**config.mk**
```make
export PLATFORM = sky130hd
export DESIGN_NAME = cogm_regs
export DESIGN_NICKNAME = d
export VERILOG_FILES = /design/src/shared/cogm_pkg.sv /design/src/rtl/cogm_reg16.sv /design/src/rtl/cogm_regs.sv
export SDC_FILE = /design/constraint.sdc
export NUM_CORES = 1
export LEC_CHECK = 0
export BUFFER_PORTS_ARGS = -buffer_cell sky130_fd_sc_hd__buf_2
export CELL_PAD_IN_SITES_DETAIL_PLACEMENT = 1
export CELL_PAD_IN_SITES_GLOBAL_PLACEMENT = 2
export CORE_MARGIN = 2
export CORE_UTILIZATION = 36
export DETAILED_ROUTE_END_ITERATION = 16
export PLACE_DENSITY_LB_ADDON = 0.1
export SLEW_MARGIN = 20
export SYNTH_ARGS = -nofsm -noshare
export SYNTH_HDL_FRONTEND = slang
export SYNTH_SLANG_ARGS = --single-unit
```
**constraint.sdc**
```tcl
create_clock -name ref_clk -period 2.1 [get_ports ref_clk]
set_input_delay 0 -clock ref_clk [delete_from_list [all_inputs] [get_ports ref_clk]]
set_output_delay 0 -clock ref_clk [all_outputs]
set_load 0.02 [all_outputs]
```
**src/shared/cogm_pkg.sv**
```systemverilog
// Package: register map, field layout, reset values and timing constants of the gain and mix bank
package cogm_pkg;
	// Register indices; byte address is four times the index
	localparam logic [3:0] COGM_IDX_DAC2_ANALOG_GAIN = 4'hA;
	localparam logic [3:0] COGM_IDX_DAC1_DIGITAL_ATTEN = 4'hB;
	localparam logic [3:0] COGM_IDX_DAC2_DIGITAL_ATTEN = 4'hC;
	localparam logic [3:0] COGM_IDX_ADC_TO_DAC1_MIX = 4'hD;
	localparam logic [3:0] COGM_IDX_ADC_TO_DAC2_MIX = 4'hE;
	localparam logic [3:0] COGM_IDX_POWER_CTRL = 4'hF;
	localparam logic [3:0] COGM_IDX_STATUS = 4'h0;
	localparam int COGM_ADDR_W = 8;
	localparam int COGM_BYTE_SHIFT = 2;
	// Field layout of every 16-bit register
	localparam int COGM_LEFT_MUTE_BIT = 15;
	localparam int COGM_LEFT_LVL_LSB = 8;
	localparam int COGM_RIGHT_MUTE_BIT = 7;
	localparam int COGM_RIGHT_LVL_LSB = 0;
	localparam int COGM_LVL_W = 6;
	localparam logic [15:0] COGM_WRITABLE_MASK = 16'hBFBF;
	// Reset values
	localparam logic [15:0] COGM_RST_ANALOG_GAIN = 16'h8888;
	localparam logic [15:0] COGM_RST_DIGITAL_ATTEN = 16'h0000;
	localparam logic [15:0] COGM_RST_MIX = 16'h8080;
	// Gain code meaning
	localparam logic [5:0] COGM_LVL_FULL_MUTE = 6'h3F;
	localparam int COGM_ANALOG_TOP_BIT = 5;
	localparam logic [4:0] COGM_ANALOG_FLOOR = 5'h1F;
	// Power control bit positions (own register)
	localparam int COGM_PC_GLOBAL_PD = 0;
	localparam int COGM_PC_ANALOG_EN = 1;
	localparam int COGM_PC_OUT2_EN = 2;
	localparam int COGM_PC_OUT2_TIMING = 3;
	localparam logic [3:0] COGM_RST_POWER_CTRL = 4'h1;
	// Zero-cross timeout: 10 ms least
	localparam int COGM_TIMEOUT_MS = 10;
	localparam int COGM_CLK_MHZ = 200;
	localparam int COGM_TIMEOUT_CYC = COGM_TIMEOUT_MS * 1000 * COGM_CLK_MHZ;
	localparam logic [1:0] COGM_RESP_OKAY = 2'h0;
	localparam logic [1:0] COGM_RESP_SLVERR = 2'h2;
	// Applied level of one output-2 channel
	typedef struct packed {
		logic mute;
		logic [4:0] analog_step;
		logic [5:0] digital_step;
	} cogm_out2_chan_t;
endpackage

```
**src/rtl/cogm_reg16.sv**
```systemverilog
// One 16-bit control register with forced default and write lock
`timescale 1ns/10ps
`default_nettype none
module cogm_reg16
	import cogm_pkg::*;
#(
	parameter logic [15:0] RST_VAL = 16'h0000
)
(
	input wire logic ref_clk,
	input wire logic rst_n,
	input wire logic lock,
	input wire logic wr_en,
	input wire logic [31:0] wr_data,
	input wire logic [3:0] wr_strb,
	output logic [15:0] value_ff
);
	logic [15:0] nxt_value;

	always_comb
	begin
		nxt_value = value_ff;
		if (wr_en)
		begin
			if (wr_strb[0])
				nxt_value[7:0] = wr_data[7:0] & COGM_WRITABLE_MASK[7:0];
			if (wr_strb[1])
				nxt_value[15:8] = wr_data[15:8] & COGM_WRITABLE_MASK[15:8];
		end
		// Lock wins over a write in the same cycle
		if (lock)
			nxt_value = RST_VAL;
	end

	always_ff @(posedge ref_clk or negedge rst_n)
	begin
		if (!rst_n)
			value_ff <= RST_VAL;
		else
			value_ff <= nxt_value;
	end
endmodule
`default_nettype wire

```
**src/rtl/cogm_regs.sv**
```systemverilog
// Output gain and digital mix register bank with AXI4-Lite slave
//
// Functional notes
// - Output-2 analog mute bit set silences its channel, clear passes signal.
// - Output-2 gain code steps -1.5 dB; 0 is +12 dB, 8 is unity.
// - Codes below 32 analog only; top bit holds analog floor, adds digital steps.
// - Output-2 gain resets 8888h; held and locked under pins, powerdown, enables.
// - Output-1 digital attenuation -1.5 dB per count, 0 to 63.
// - Output-2 digital attenuation -1.5 dB per count, 0 to 63.
// - Digital mute bit set silences that channel's digital path.
// - Both attenuation registers reset 0000h and lock under pins or powerdown.
// - Mix into output 1 attenuates per count; code 63 fully mutes.
// - Mix mute bit set disables that mix path.
// - Left mix into output 2 scales like output-1 mix.
// - Mix-1 register resets 8080h and locks under pins or powerdown.
// - Timing bit clear: gain applies at zero cross or timeout; set: immediately.
// - Mix-2 register resets 8080h, same lock as mix-1.
`timescale 1ns/10ps
`default_nettype none
module cogm_regs
	import cogm_pkg::*;
#(
	parameter int TIMEOUT_CYC = COGM_TIMEOUT_CYC
)
(
	input wire logic ref_clk,
	input wire logic rst_n,
	input wire logic reset_pin_n,
	input wire logic powerdown_pin_n,
	input wire logic left_out2_zero_cross,
	input wire logic right_out2_zero_cross,
	input wire logic [COGM_ADDR_W-1:0] s_axi_awaddr,
	input wire logic s_axi_awvalid,
	output logic s_axi_awready,
	input wire logic [31:0] s_axi_wdata,
	input wire logic [3:0] s_axi_wstrb,
	input wire logic s_axi_wvalid,
	output logic s_axi_wready,
	output logic [1:0] s_axi_bresp,
	output logic s_axi_bvalid,
	input wire logic s_axi_bready,
	input wire logic [COGM_ADDR_W-1:0] s_axi_araddr,
	input wire logic s_axi_arvalid,
	output logic s_axi_arready,
	output logic [31:0] s_axi_rdata,
	output logic [1:0] s_axi_rresp,
	output logic s_axi_rvalid,
	input wire logic s_axi_rready,
	output cogm_out2_chan_t left_out2_applied_ff,
	output cogm_out2_chan_t right_out2_applied_ff,
	output logic left_out1_digital_mute_ff,
	output logic right_out1_digital_mute_ff,
	output logic [5:0] left_out1_digital_level_ff,
	output logic [5:0] right_out1_digital_level_ff,
	output logic left_out2_digital_mute_ff,
	output logic right_out2_digital_mute_ff,
	output logic [5:0] left_out2_digital_level_ff,
	output logic [5:0] right_out2_digital_level_ff,
	output logic left_sidetone1_enable_ff,
	output logic right_sidetone1_enable_ff,
	output logic [5:0] left_sidetone1_level_ff,
	output logic [5:0] right_sidetone1_level_ff,
	output logic left_sidetone2_enable_ff,
	output logic right_sidetone2_enable_ff,
	output logic [5:0] left_sidetone2_level_ff,
	output logic [5:0] right_sidetone2_level_ff
);
	// ----------------------------------------------------------------
	// Pin synchronisers
	// ----------------------------------------------------------------
	logic [2:0] rstpin_sync_ff;
	logic [2:0] pdpin_sync_ff;
	logic [2:0] lzc_sync_ff;
	logic [2:0] rzc_sync_ff;
	logic rstpin_low_ff;
	logic pdpin_low_ff;

	always_ff @(posedge ref_clk or negedge rst_n)
	begin
		if (!rst_n)
		begin
			rstpin_sync_ff <= 3'h0;
			pdpin_sync_ff <= 3'h0;
			lzc_sync_ff <= 3'h0;
			rzc_sync_ff <= 3'h0;
		end
		else
		begin
			rstpin_sync_ff <= {rstpin_sync_ff[1:0], reset_pin_n};
			pdpin_sync_ff <= {pdpin_sync_ff[1:0], powerdown_pin_n};
			lzc_sync_ff <= {lzc_sync_ff[1:0], left_out2_zero_cross};
			rzc_sync_ff <= {rzc_sync_ff[1:0], right_out2_zero_cross};
		end
	end

	// A level change counts once stages two and three agree
	always_ff @(posedge ref_clk or negedge rst_n)
	begin
		if (!rst_n)
		begin
			rstpin_low_ff <= 1'b1;
			pdpin_low_ff <= 1'b1;
		end
		else
		begin
			if (rstpin_sync_ff[2] == rstpin_sync_ff[1])
				rstpin_low_ff <= ~rstpin_sync_ff[2];
			if (pdpin_sync_ff[2] == pdpin_sync_ff[1])
				pdpin_low_ff <= ~pdpin_sync_ff[2];
		end
	end

	logic zc_left;
	logic zc_right;
	assign zc_left = lzc_sync_ff[2] & lzc_sync_ff[1];
	assign zc_right = rzc_sync_ff[2] & rzc_sync_ff[1];

	// ----------------------------------------------------------------
	// AXI4-Lite slave
	// ----------------------------------------------------------------
	logic [COGM_ADDR_W-1:0] awaddr_ff;
	logic [31:0] wdata_ff;
	logic [3:0] wstrb_ff;
	logic aw_held_ff;
	logic w_held_ff;
	logic wr_fire;
	logic [3:0] wr_idx;
	logic [3:0] rd_idx;
	logic wr_aligned;
	logic rd_aligned;

	assign wr_fire = aw_held_ff & w_held_ff & ~s_axi_bvalid;
	assign wr_idx = awaddr_ff[COGM_BYTE_SHIFT +: 4];
	assign wr_aligned = (awaddr_ff[COGM_BYTE_SHIFT-1:0] == 2'h0) &&
		(awaddr_ff[COGM_ADDR_W-1:COGM_BYTE_SHIFT+4] == 2'h0);
	assign rd_idx = s_axi_araddr[COGM_BYTE_SHIFT +: 4];
	assign rd_aligned = (s_axi_araddr[COGM_BYTE_SHIFT-1:0] == 2'h0) &&
		(s_axi_araddr[COGM_ADDR_W-1:COGM_BYTE_SHIFT+4] == 2'h0);

	always_ff @(posedge ref_clk or negedge rst_n)
	begin
		if (!rst_n)
		begin
			aw_held_ff <= 1'b0;
			w_held_ff <= 1'b0;
			awaddr_ff <= '0;
			wdata_ff <= 32'h0000_0000;
			wstrb_ff <= 4'h0;
			s_axi_awready <= 1'b0;
			s_axi_wready <= 1'b0;
			s_axi_bvalid <= 1'b0;
			s_axi_bresp <= COGM_RESP_OKAY;
		end
		else
		begin
			s_axi_awready <= ~aw_held_ff & ~(s_axi_awvalid & s_axi_awready);
			s_axi_wready <= ~w_held_ff & ~(s_axi_wvalid & s_axi_wready);
			if (s_axi_awvalid & s_axi_awready)
			begin
				aw_held_ff <= 1'b1;
				awaddr_ff <= s_axi_awaddr;
			end
			if (s_axi_wvalid & s_axi_wready)
			begin
				w_held_ff <= 1'b1;
				wdata_ff <= s_axi_wdata;
				wstrb_ff <= s_axi_wstrb;
			end
			if (wr_fire)
			begin
				s_axi_bvalid <= 1'b1;
				s_axi_bresp <= (wr_aligned && (wr_idx >= COGM_IDX_DAC2_ANALOG_GAIN))
					? COGM_RESP_OKAY : COGM_RESP_SLVERR;
			end
			if (s_axi_bvalid & s_axi_bready)
			begin
				s_axi_bvalid <= 1'b0;
				aw_held_ff <= 1'b0;
				w_held_ff <= 1'b0;
			end
		end
	end

	// ----------------------------------------------------------------
	// Power control and lock conditions
	// ----------------------------------------------------------------
	logic [3:0] power_ctrl_ff;
	logic lock_common;
	logic lock_analog;

	always_ff @(posedge ref_clk or negedge rst_n)
	begin
		if (!rst_n)
			power_ctrl_ff <= COGM_RST_POWER_CTRL;
		else if (wr_fire && wr_aligned && wr_idx == COGM_IDX_POWER_CTRL && wstrb_ff[0])
			power_ctrl_ff <= wdata_ff[3:0];
	end

	assign lock_common = rstpin_low_ff | pdpin_low_ff | power_ctrl_ff[COGM_PC_GLOBAL_PD];
	assign lock_analog = lock_common | ~power_ctrl_ff[COGM_PC_ANALOG_EN] |
		~power_ctrl_ff[COGM_PC_OUT2_EN];

	// ----------------------------------------------------------------
	// Register file
	// ----------------------------------------------------------------
	localparam int NREG = 5;
	localparam logic [NREG*16-1:0] RST_VALS = {COGM_RST_MIX, COGM_RST_MIX,
		COGM_RST_DIGITAL_ATTEN, COGM_RST_DIGITAL_ATTEN, COGM_RST_ANALOG_GAIN};
	logic [15:0] reg_val [NREG];

	genvar gi;
	generate
		for (gi = 0; gi < NREG; gi++)
		begin : g_reg
			cogm_reg16 #(
				.RST_VAL(RST_VALS[gi*16 +: 16])
			) u_reg (
				.ref_clk(ref_clk),
				.rst_n(rst_n),
				.lock((gi == 0) ? lock_analog : lock_common),
				.wr_en(wr_fire && wr_aligned &&
					wr_idx == 4'(COGM_IDX_DAC2_ANALOG_GAIN + gi)),
				.wr_data(wdata_ff),
				.wr_strb(wstrb_ff),
				.value_ff(reg_val[gi])
			);
		end
	endgenerate

	// ----------------------------------------------------------------
	// Read channel
	// ----------------------------------------------------------------
	logic [31:0] nxt_rdata;
	logic out2_pending_ff;

	always_comb
	begin
		nxt_rdata = 32'h0000_0000;
		if (rd_idx >= COGM_IDX_DAC2_ANALOG_GAIN && rd_idx < COGM_IDX_POWER_CTRL)
			nxt_rdata[15:0] = reg_val[3'(rd_idx - COGM_IDX_DAC2_ANALOG_GAIN)];
		else if (rd_idx == COGM_IDX_POWER_CTRL)
			nxt_rdata[3:0] = power_ctrl_ff;
		else if (rd_idx == COGM_IDX_STATUS)
			nxt_rdata[4:0] = {out2_pending_ff, lock_analog, lock_common,
				pdpin_low_ff, rstpin_low_ff};
	end


	always_ff @(posedge ref_clk or negedge rst_n)
	begin
		if (!rst_n)
		begin
			s_axi_arready <= 1'b0;
			s_axi_rvalid <= 1'b0;
			s_axi_rdata <= 32'h0000_0000;
			s_axi_rresp <= COGM_RESP_OKAY;
		end
		else
		begin
			s_axi_arready <= ~s_axi_rvalid & ~(s_axi_arvalid & s_axi_arready);
			if (s_axi_arvalid & s_axi_arready)
			begin
				s_axi_rvalid <= 1'b1;
				s_axi_rdata <= rd_aligned ? nxt_rdata : 32'h0000_0000;
				s_axi_rresp <= rd_aligned ? COGM_RESP_OKAY : COGM_RESP_SLVERR;
			end
			else if (s_axi_rvalid & s_axi_rready)
				s_axi_rvalid <= 1'b0;
		end
	end

	// ----------------------------------------------------------------
	// Output-2 gain decode and change timing
	// ----------------------------------------------------------------
	function automatic cogm_out2_chan_t cogm_decode(input logic mute, input logic [5:0] code);
		cogm_out2_chan_t c;
		c.mute = mute;
		// Upper half holds analog floor and adds digital steps
		if (code[COGM_ANALOG_TOP_BIT])
		begin
			c.analog_step = COGM_ANALOG_FLOOR;
			c.digital_step = {1'b0, code[4:0]} + 6'h01;
		end
		else
		begin
			c.analog_step = code[4:0];
			c.digital_step = 6'h00;
		end
		return c;
	endfunction

	// Code 63 needs 32 digital steps, so the step field is six bits wide
	cogm_out2_chan_t want_l;
	cogm_out2_chan_t want_r;
	assign want_l = cogm_decode(reg_val[0][COGM_LEFT_MUTE_BIT],
		reg_val[0][COGM_LEFT_LVL_LSB +: COGM_LVL_W]);
	assign want_r = cogm_decode(reg_val[0][COGM_RIGHT_MUTE_BIT],
		reg_val[0][COGM_RIGHT_LVL_LSB +: COGM_LVL_W]);

	logic [$clog2(TIMEOUT_CYC+1)-1:0] tmo_cnt_ff;
	logic tmo_hit;
	logic immediate;
	assign immediate = power_ctrl_ff[COGM_PC_OUT2_TIMING];
	assign tmo_hit = (tmo_cnt_ff == ($clog2(TIMEOUT_CYC+1))'(TIMEOUT_CYC));

	always_ff @(posedge ref_clk or negedge rst_n)
	begin
		if (!rst_n)
		begin
			left_out2_applied_ff <= cogm_decode(COGM_RST_ANALOG_GAIN[COGM_LEFT_MUTE_BIT],
				COGM_RST_ANALOG_GAIN[COGM_LEFT_LVL_LSB +: COGM_LVL_W]);
			right_out2_applied_ff <= cogm_decode(COGM_RST_ANALOG_GAIN[COGM_RIGHT_MUTE_BIT],
				COGM_RST_ANALOG_GAIN[COGM_RIGHT_LVL_LSB +: COGM_LVL_W]);
			tmo_cnt_ff <= '0;
			out2_pending_ff <= 1'b0;
		end
		else
		begin
			out2_pending_ff <= (left_out2_applied_ff != want_l) ||
				(right_out2_applied_ff != want_r);
			// Delayed change avoids audible clicks
			if (immediate || zc_left || tmo_hit)
				left_out2_applied_ff <= want_l;
			if (immediate || zc_right || tmo_hit)
				right_out2_applied_ff <= want_r;
			if (!out2_pending_ff || tmo_hit)
				tmo_cnt_ff <= '0;
			else
				tmo_cnt_ff <= tmo_cnt_ff + 1'b1;
		end
	end

	// ----------------------------------------------------------------
	// Digital attenuation and mix outputs
	// ----------------------------------------------------------------
	always_ff @(posedge ref_clk or negedge rst_n)
	begin
		if (!rst_n)
		begin
			left_out1_digital_mute_ff <= 1'b0;
			right_out1_digital_mute_ff <= 1'b0;
			left_out1_digital_level_ff <= 6'h00;
			right_out1_digital_level_ff <= 6'h00;
			left_out2_digital_mute_ff <= 1'b0;
			right_out2_digital_mute_ff <= 1'b0;
			left_out2_digital_level_ff <= 6'h00;
			right_out2_digital_level_ff <= 6'h00;
		end
		else
		begin
			left_out1_digital_mute_ff <= reg_val[1][COGM_LEFT_MUTE_BIT];
			right_out1_digital_mute_ff <= reg_val[1][COGM_RIGHT_MUTE_BIT];
			left_out1_digital_level_ff <= reg_val[1][COGM_LEFT_LVL_LSB +: COGM_LVL_W];
			right_out1_digital_level_ff <= reg_val[1][COGM_RIGHT_LVL_LSB +: COGM_LVL_W];
			left_out2_digital_mute_ff <= reg_val[2][COGM_LEFT_MUTE_BIT];
			right_out2_digital_mute_ff <= reg_val[2][COGM_RIGHT_MUTE_BIT];
			left_out2_digital_level_ff <= reg_val[2][COGM_LEFT_LVL_LSB +: COGM_LVL_W];
			right_out2_digital_level_ff <= reg_val[2][COGM_RIGHT_LVL_LSB +: COGM_LVL_W];
		end
	end

	// Level code 63 mutes the mix as fully as the mute bit
	always_ff @(posedge ref_clk or negedge rst_n)
	begin
		if (!rst_n)
		begin
			left_sidetone1_enable_ff <= 1'b0;
			right_sidetone1_enable_ff <= 1'b0;
			left_sidetone1_level_ff <= 6'h00;
			right_sidetone1_level_ff <= 6'h00;
			left_sidetone2_enable_ff <= 1'b0;
			right_sidetone2_enable_ff <= 1'b0;
			left_sidetone2_level_ff <= 6'h00;
			right_sidetone2_level_ff <= 6'h00;
		end
		else
		begin
			left_sidetone1_enable_ff <= ~reg_val[3][COGM_LEFT_MUTE_BIT] &&
				reg_val[3][COGM_LEFT_LVL_LSB +: COGM_LVL_W] != COGM_LVL_FULL_MUTE;
			right_sidetone1_enable_ff <= ~reg_val[3][COGM_RIGHT_MUTE_BIT] &&
				reg_val[3][COGM_RIGHT_LVL_LSB +: COGM_LVL_W] != COGM_LVL_FULL_MUTE;
			left_sidetone1_level_ff <= reg_val[3][COGM_LEFT_LVL_LSB +: COGM_LVL_W];
			right_sidetone1_level_ff <= reg_val[3][COGM_RIGHT_LVL_LSB +: COGM_LVL_W];
			left_sidetone2_enable_ff <= ~reg_val[4][COGM_LEFT_MUTE_BIT] &&
				reg_val[4][COGM_LEFT_LVL_LSB +: COGM_LVL_W] != COGM_LVL_FULL_MUTE;
			right_sidetone2_enable_ff <= ~reg_val[4][COGM_RIGHT_MUTE_BIT] &&
				reg_val[4][COGM_RIGHT_LVL_LSB +: COGM_LVL_W] != COGM_LVL_FULL_MUTE;
			left_sidetone2_level_ff <= reg_val[4][COGM_LEFT_LVL_LSB +: COGM_LVL_W];
			right_sidetone2_level_ff <= reg_val[4][COGM_RIGHT_LVL_LSB +: COGM_LVL_W];
		end
	end

	// ----------------------------------------------------------------
	// Assertions
	// ----------------------------------------------------------------
	property p_gain_locked;
		@(posedge ref_clk) disable iff (!rst_n)
		lock_analog |=> (reg_val[0] == COGM_RST_ANALOG_GAIN);
	endproperty
	a_gain_locked: assert property (p_gain_locked) else $error("gain not held at default");

	property p_atten_locked;
		@(posedge ref_clk) disable iff (!rst_n)
		lock_common |=> (reg_val[1] == COGM_RST_DIGITAL_ATTEN && reg_val[2] == COGM_RST_DIGITAL_ATTEN);
	endproperty
	a_atten_locked: assert property (p_atten_locked) else $error("attenuation not held");

	property p_mix1_locked;
		@(posedge ref_clk) disable iff (!rst_n)
		lock_common |=> (reg_val[3] == COGM_RST_MIX);
	endproperty
	a_mix1_locked: assert property (p_mix1_locked) else $error("mix1 not held");

	property p_mix2_locked;
		@(posedge ref_clk) disable iff (!rst_n)
		lock_common |=> (reg_val[4] == COGM_RST_MIX);
	endproperty
	a_mix2_locked: assert property (p_mix2_locked) else $error("mix2 not held");

	property p_immediate;
		@(posedge ref_clk) disable iff (!rst_n)
		(immediate && $stable(reg_val[0])) |=> (left_out2_applied_ff == $past(want_l));
	endproperty
	a_immediate: assert property (p_immediate) else $error("immediate gain not applied");

	property p_delay_hold;
		@(posedge ref_clk) disable iff (!rst_n)
		(!immediate && !zc_left && !tmo_hit) |=> $stable(left_out2_applied_ff);
	endproperty
	a_delay_hold: assert property (p_delay_hold) else $error("gain changed early");

	property p_mix_fullmute;
		@(posedge ref_clk) disable iff (!rst_n)
		(reg_val[3][COGM_LEFT_LVL_LSB +: COGM_LVL_W] == COGM_LVL_FULL_MUTE) |=> !left_sidetone1_enable_ff;
	endproperty
	a_mix_fullmute: assert property (p_mix_fullmute) else $error("mix not muted at 63");

	property p_dmute;
		@(posedge ref_clk) disable iff (!rst_n)
		reg_val[1][COGM_LEFT_MUTE_BIT] |=> left_out1_digital_mute_ff;
	endproperty
	a_dmute: assert property (p_dmute) else $error("digital mute lost");
endmodule
`default_nettype wire

```
==> results of run 1 <==
metal layers:
layer  wire length [µm]  track usage (%)
met1              13200             27.6
met2              13300             32.3
met3               1220             3.08
met4                382             4.42
met5                  0                0
worst reg2reg max path, delay by kind of cell (launching register included):
kind	cells	cell delay, ps
DFF	1	390
muxes	1	350
and+or+nand+nor	2	870
AOI/OAI and AO/OA	1	240
synthesized netlist by cell type, drive strengths merged, types with 3 or more instances:
cell type	n	area share, %
dfrtp	222	55
a221o	3	0.30
nor3	13	0.75
a31oi	9	0.56
o22a	4	0.35
a22o	23	2.0
ha	4	0.50
mux2	42	4.9
nor2b	5	0.31
and4	6	0.52
and3	8	0.50
a32o	3	0.30
clkbuf	29	1.1
mux2i	53	5.3
and2	6	0.37
nor2	70	2.7
xnor2	22	1.9
dfstp	15	3.9
o22ai	14	0.87
nand4	10	0.62
o21ai	26	1.3
inv	23	0.86
nand2	126	4.7
a21oi	51	2.5
xor2	17	1.5
nor4	7	0.56
buf	36	2.6
nand3	25	1.2
what timing repair did:
| item | in CTS | in global routing |
|---|---|---|
| hold buffers | 38 | 0 |
| gates resized for setup | 1 | 15 |
| buffers inserted | 0 | 1 |
| endpoints found under the setup margin | 6 | 46 |
| pin swaps | 1 | 3 |
| hold endpoints to repair | 265 | 0 |
metrics by stage:
step                      area, µm²  power (µW)  setup WS [ps]  utilization [%]  hold slack, ps
after floorplan               10100        6300            162                -            -296
after global placement        11400        7030           63.6             41.4            15.2
after detailed placement      11400        7070           8.62             41.4            3.39
after CTS                     12800       12200           17.6             46.4            25.3
after global routing          12900       12600           2.34             46.6            48.1
final                         12900       12100            121             46.6           -1.78
registers in the layout (all words and copies together), names as in the netlist, 8 cells and up:
name and cells:
g.u_reg.value_ff 70, tmo_cnt_ff 21, s_axi_rdata 14, wdata_ff 14, left_out2_applied_ff 12, right_out2_applied_ff 12
awaddr_ff 8
path summary, 6_finish.rpt:
| check | endpoint | slack (ps) | cells past startpoint |
|---|---|---|---|
| max in group asynchronous | g_reg[0].u_reg.value_ff[11]$_DFFE_PN1P_ | 1290 | 3 |
| max | left_out2_applied_ff[5]$_DFFE_PN0P_ | 120 | 4 |
| min | tmo_cnt_ff[12]$_DFF_PN0_ | -2 | 2 |
| min in group ref_clk | s_axi_rdata[4]$_DFFE_PN0P_ | 110 | 5 |
| min reg2reg | rstpin_sync_ff[1]$_DFF_PN0_ | 350 | 0 |
| max reg2reg | left_out2_applied_ff[5]$_DFFE_PN0P_ | 120 | 4 |
cells by family (layout without fill, tap and decap cells):
kind of cell | Yosys count | in the layout
xor gates and xnor gates | 39 | 39
and+or+nand+nor | 283 | 283
AOI/OAI and AO/OA | 148 | 148
other | 1 | 20
DFF | 237 | 237
muxes | 95 | 95
adders and majority gates | 4 | 4
buffers and inverters | 88 | 312
cell usage in the layout (no fill, tap or decap), types with 15 or more instances in the layout:
master	instances
inv_1	23
nand2_1	126
dlygate4sd3_1	38
nor2_1	65
a22o_1	23
mux2_2	37
nand3_1	24
xnor2_1	22
buf_4	50
a21oi_1	51
clkbuf_16	29
buf_2	142
dfstp_2	15
xor2_1	17
conb_1	20
o21ai_0	24
dfrtp_1	220
mux2i_1	53
final cells by class:
class / instances / share of cell area [%]
clock buffer: 35 / 6.20
clock inverter: 17 / 1.34
inverter: 23 / 0.671
multi-input combinational: 589 / 29.5
sequential: 237 / 46.2
tap: 378 / 3.67
timing repair buffer: 237 / 12.4
power by group through the flow:
| stage | combinational [µW] | clock (µW) | sequential (µW) |
|---|---|---|---|
| global placement | 1310 | 0 | 5720 |
| CTS | 1410 | 5140 | 5650 |
| global route | 1560 | 5340 | 5730 |
| detailed placement | 1340 | 0 | 5730 |
| finish | 1410 | 5010 | 5640 |
| floorplan | 788 | 0 | 5510 |
==> results.ini, run 1 <==
[setup_path]
cp_cell_sequence = or4_4 -> nor4_4 -> a211o_4 -> mux2_2
startpoint_type = flip-flop
end_kind = flip-flop
critPathMaxStageDelay_ps = 550
crit_path_max_fanout = 7
critical_path_class = reg2reg
cp_top_family = simple AND/OR/NAND/NOR gates
worstPathRequired_ps = 2510
cp_data_arrival_time_ps = 2390
cpMaxStageDelayCell = or4_4
timing.critical_path.buf_inv = 0
r2r-start = tmo_cnt_ff[16]$_DFF_PN0_
critPathLaunch = tmo_cnt_ff[16]$_DFF_PN0_

[cells_and_area]
nFillCells = 3053
antenna_cells = 0
area_growth_pct = 27.9
fin_cells = 1516
fin_nets = 1183
register_area_mm2 = 0.00595
drive_gt1_share_pct = 28.7
multiInputGateArea_mm2 = 0.00380

[job]
drv_cap = 0

[floorplanning]
ios = 184
die-area_mm2 = 0.0293
core_mm2 = 0.0276
rows = 61
die_h_um = 171
initial_core_util_pct = 36.4
fp.dieW_um = 171

[global_route]
grt.overflow.total = 0
track_usage_pct = 19.7
grt_max_degree = 69
grt_antenna_before_repair = 0
grt_pass1_vias = 7870
grt_pass1_wl_um = 44900

[synthesis]
syn_avg_cell_area_um2 = 11.2
seq_area_frac_synth_pct = 59.1
synth_edf_count = 0
synth_xor_area_share_pct = 3.39
synth_seq_cells = 237
synthMuxAreaShare_pct = 10.2
synth-compound-area-share_pct = 9.51
synthSimpleGateAreaFrac_pct = 12.8
synth_warnings = 0
synthAdderAreaFrac_pct = 0.497
synth_cells = 895
syn_area_mm2 = 0.0101
synth_ff_type = dfrtp_1
synth_cell_types = 56
synth_top_family_by_area = simple AND/OR/NAND/NOR gates
synthArstFlopShare_pct = 100

[timing]
hold_ws_ps = -1.78
hold_viol_final = 2
slew_headroom_pct = 49.2
finalSetupTns_ps = 0
rsz0062_at_grt = no
setup_viol = 0
tightest_slew_ps = 761
post-route-min-period_ps = 1980
skew_ps = 16.4
max_freq_ghz = 0.505
maxSlewViolCount = 0
period_share_pct = 94.2

[power]
p_sw_uw = 3390
seq_power_share_pct = 46.8
p_per_area_mw_per_mm2 = 937
internal_power_uw = 8670
max-vdd-ir-drop_v = 0.000597
combPwrFrac_pct = 11.7
swShare_pct = 28.1
pwr-share-clk_pct = 41.5
leakagePower_uw = 0.00609

[clock_network]
cts_tree = yes
cts-htree-levels = 1
clkSlewWorstSetupHoldPaths_ps = 60
insertion_delay_ps = 540
cts_buffers = 28
root_buffer = clkbuf_16
clock_sinks = 237
clockBufferDepth = 3

[placement]
io_buffers = 143
dp_hpwl_um = 20200
dp.cells = 1425
gp_congestion = 0.792

[run_status]
violations = negative hold slack
run_status = finished with violations

[drt]
drc = 0
drt_wl_total_um = 28100
wl_per_cell_um = 18.6
drtAntennaViolNets = 0
vias = 7445
drt_first_iter_violations = 356
drt_first_pass_iters = 4
viasPerCell = 4.91

[min_path]
hp-class = in2async

Note: power is estimated with default switching activity, not from simulation.
==> run 2: changes to the inputs <==
--- a/config.mk
+++ b/config.mk
@@ -5,14 +5,14 @@
 export SDC_FILE = /design/constraint.sdc
 export NUM_CORES = 1
 export LEC_CHECK = 0
-export BUFFER_PORTS_ARGS = -buffer_cell sky130_fd_sc_hd__buf_2
 export CELL_PAD_IN_SITES_DETAIL_PLACEMENT = 1
 export CELL_PAD_IN_SITES_GLOBAL_PLACEMENT = 2
 export CORE_MARGIN = 2
-export CORE_UTILIZATION = 36
+export CORE_UTILIZATION = 41
 export DETAILED_ROUTE_END_ITERATION = 16
+export DONT_BUFFER_PORTS = 1
 export PLACE_DENSITY_LB_ADDON = 0.1
-export SLEW_MARGIN = 20
+export SLEW_MARGIN = 30
 export SYNTH_ARGS = -nofsm -noshare
 export SYNTH_HDL_FRONTEND = slang
 export SYNTH_SLANG_ARGS = --single-unit
==> run 2 against run 1 <==
  * The run still ends with negative hold slack left
  * First-iteration DRC count is 1.4% lower
  * Clock-buffer cell count rose by 3
  * Hold slack worse by 820 ps
  * Final cell count fell by 14%
  * Critical path depth increased by 1
  * Utilization increased by 2.7 points
  * Register-to-register slack got worse by 20 ps
  * Critical path type unchanged
  * Highest routed layer unchanged
  * Via count shrank 5.9%
  * Die area decreased by 12%
  * Clock power fell by 2%
  * Sequential cell count is the same
==> results.ini, run 2 (synthesized netlist as in run 1, its figures left out) <==
[run_status]
run_status = finished with violations
violations = negative hold slack

[job]
drv_cap = 0  ; unchanged

[timing]
rsz0062_at_grt = yes
setup_viol = 0  ; unchanged
hold_ws_ps = -827  ; -825 ps
post-route-min-period_ps = 2000  ; +16.8 ps
period_share_pct = 95.0  ; +0.80 points
max_freq_ghz = 0.501  ; -0.84%
hold_viol_final = 237  ; +235
maxSlewViolCount = 0  ; unchanged
fin_ws_ps = 104  ; -16.8 ps
tightest_slew_ps = 983  ; +223 ps
skew_ps = 13.7  ; -2.71 ps
slew_headroom_pct = 34.2  ; -15 points

[setup_path]
cp_data_arrival_time_ps = 2440  ; +50 ps
r2r-start = tmo_cnt_ff[13]$_DFF_PN0_
crit_path_max_fanout = 8  ; +1
cp_cell_sequence = or4_1 -> nor4_4 -> a211o_4 -> buf_4 -> mux2i_1
cpMaxStageDelayCell = or4_1
r2r_setup_slack_ps = 100  ; -20 ps
reg2reg_depth = 5  ; +1
critPathMaxStageDelay_ps = 560  ; about the same
worstPathRequired_ps = 2550  ; +40 ps
startpoint_type = flip-flop
timing.critical_path.buf_inv = 1  ; +1
regToRegEndpoint = left_out2_applied_ff[7]$_DFFE_PN0P_
critical_path_class = reg2reg
end_kind = flip-flop
cp_top_family = simple AND/OR/NAND/NOR gates

[cells_and_area]
mostFrequentLayoutCells = dfrtp_1, nand2_1, nor2_1, mux2i_1, a21oi_1
regMostFlops = g.u_reg.value_ff
area_growth_pct = 18.4
final_common_cell = dfrtp_1
largest_reg_flops = 70  ; unchanged
fin_nets = 1026  ; -13%
drive_gt1_share_pct = 16.0  ; -13 points
largestRegisters = g.u_reg.value_ff x70, tmo_cnt_ff x21
antenna_cells = 0  ; unchanged
final_util_pct = 49.3  ; +2.7 points
stdcell_area_mm2 = 0.0119  ; -7.4%

[drt]
drt_first_pass_iters = 4  ; unchanged
drtAntennaViolNets = 0  ; unchanged
vias = 7005  ; -5.9%
wl_per_cell_um = 21.1  ; +14%
drt_wl_total_um = 27500  ; -2.3%
drt_first_iter_violations = 351  ; -1.4%
viasPerCell = 5.38  ; +9.5%
drc = 0  ; unchanged

[clock_network]
cts-htree-levels = 1  ; unchanged
cts_buffers = 27  ; -3.6%
cts_hold_buf = 43  ; +13%
insertion_delay_ps = 540  ; about the same
clock_sinks = 237  ; unchanged
cts_tree = yes
root_buffer = clkbuf_16
clkSlewWorstSetupHoldPaths_ps = 60  ; about the same
clockBufferDepth = 3  ; unchanged
post_cts_buffers = 0  ; unchanged

[global_route]
track_usage_pct = 21.5  ; +1.8 points
grt_antenna_before_repair = 0  ; unchanged
grt_pass1_vias = 7707  ; -2.1%
grt.overflow.total = 0  ; unchanged
grt_pass1_wl_um = 44000  ; -2.0%
grt_max_degree = 238  ; +240%

[placement]
gp_congestion = 0.809  ; +2.2%
dp_hpwl_um = 18900  ; -6.4%
io_buffers = 0  ; -100%
place_ws_ps = -47.5  ; -56.2 ps
place_area_mm2 = 0.0105  ; -8.5%

[power]
leakagePower_uw = 0.00529  ; -13%
p_per_area_mw_per_mm2 = 987  ; +5.4%
max-vdd-ir-drop_v = 0.000820  ; +38%
power_uw = 11800  ; -2.5%

[floorplanning]
core_mm2 = 0.0242  ; -12%
rows = 57  ; -6.6%
initial_core_util_pct = 41.6  ; +5.2 points
die-area_mm2 = 0.0258  ; -12%
fp.dieW_um = 161  ; -6.1%
ios = 184  ; unchanged
die_h_um = 161  ; -6.1%

[min_path]
hp-class = in2async

## run 2: cell count changes in the layout (fill, tap and decap cells not counted), moves of 3 or more
cell           previous run  this run
clkbuf_1                  1         4
buf_4                    50        37
buf_12                    5         1
clkinv_2                 10         6
buf_2                   142         0
dlygate4sd3_1            38        43
## run 2: worst max path at each step
stage                                         from                                       to  slack, ps  cells after the start
after global routing      awaddr_ff[1]$_DFFE_PN0P_  g_reg[0].u_reg.value_ff[12]$_DFFE_PN0P_        -20                      6
after floorplan           tmo_cnt_ff[16]$_DFF_PN0_      left_out2_applied_ff[0]$_DFFE_PN0P_        160                      5
after global placement     tmo_cnt_ff[0]$_DFF_PN0_      left_out2_applied_ff[5]$_DFFE_PN0P_         20                      8
after detailed placement   tmo_cnt_ff[0]$_DFF_PN0_      left_out2_applied_ff[7]$_DFFE_PN0P_        -50                      9
final                     tmo_cnt_ff[13]$_DFF_PN0_      left_out2_applied_ff[7]$_DFFE_PN0P_        100                      5
after CTS                  tmo_cnt_ff[0]$_DFF_PN0_      left_out2_applied_ff[7]$_DFFE_PN0P_         10                      9
## run 2: power breakdown
part	switching [µW]	internal, µW
registers	790	4990
logic	531	534
clock network	1830	3090
## run 2: routing by layer
layer | up-vias | global-route usage (%) | share of wire (%)
li1 | 3189 | - | -
met1 | 3595 | 28.1 | 43
met2 | 183 | 36.8 | 50
met3 | 38 | 4.91 | 5.6
met4 | 0 | 4.95 | 1.9
met5 | - | 0 | 0
## run 2: per-stage QoR
stage	std cells	TNS, ps
floorplan	914	0
global placement	1211	0
detailed placement	1211	-125
CTS	1303	0
global route	1303	-80.8
finish	1303	0
## run 2: cell type report
cell class                      count  area, µm²
Timing Repair Buffer               81        728
Clock inverter                     11        159
Multi-Input combinational cell    589       3800
Fill cell                        2559      12300
Tap cell                          324        405
Clock buffer                       38        787
Inverter                           23       86.3
Sequential cell                   237       5950
## run 2: timing repair
| item | 4_1_cts | 5_1_grt |
|---|---|---|
| endpoints found under the hold margin | 287 | 237 |
| endpoints found under the setup margin | 6 | 48 |
| gates resized for setup | 3 | 9 |
| pin swaps | 1 | 1 |
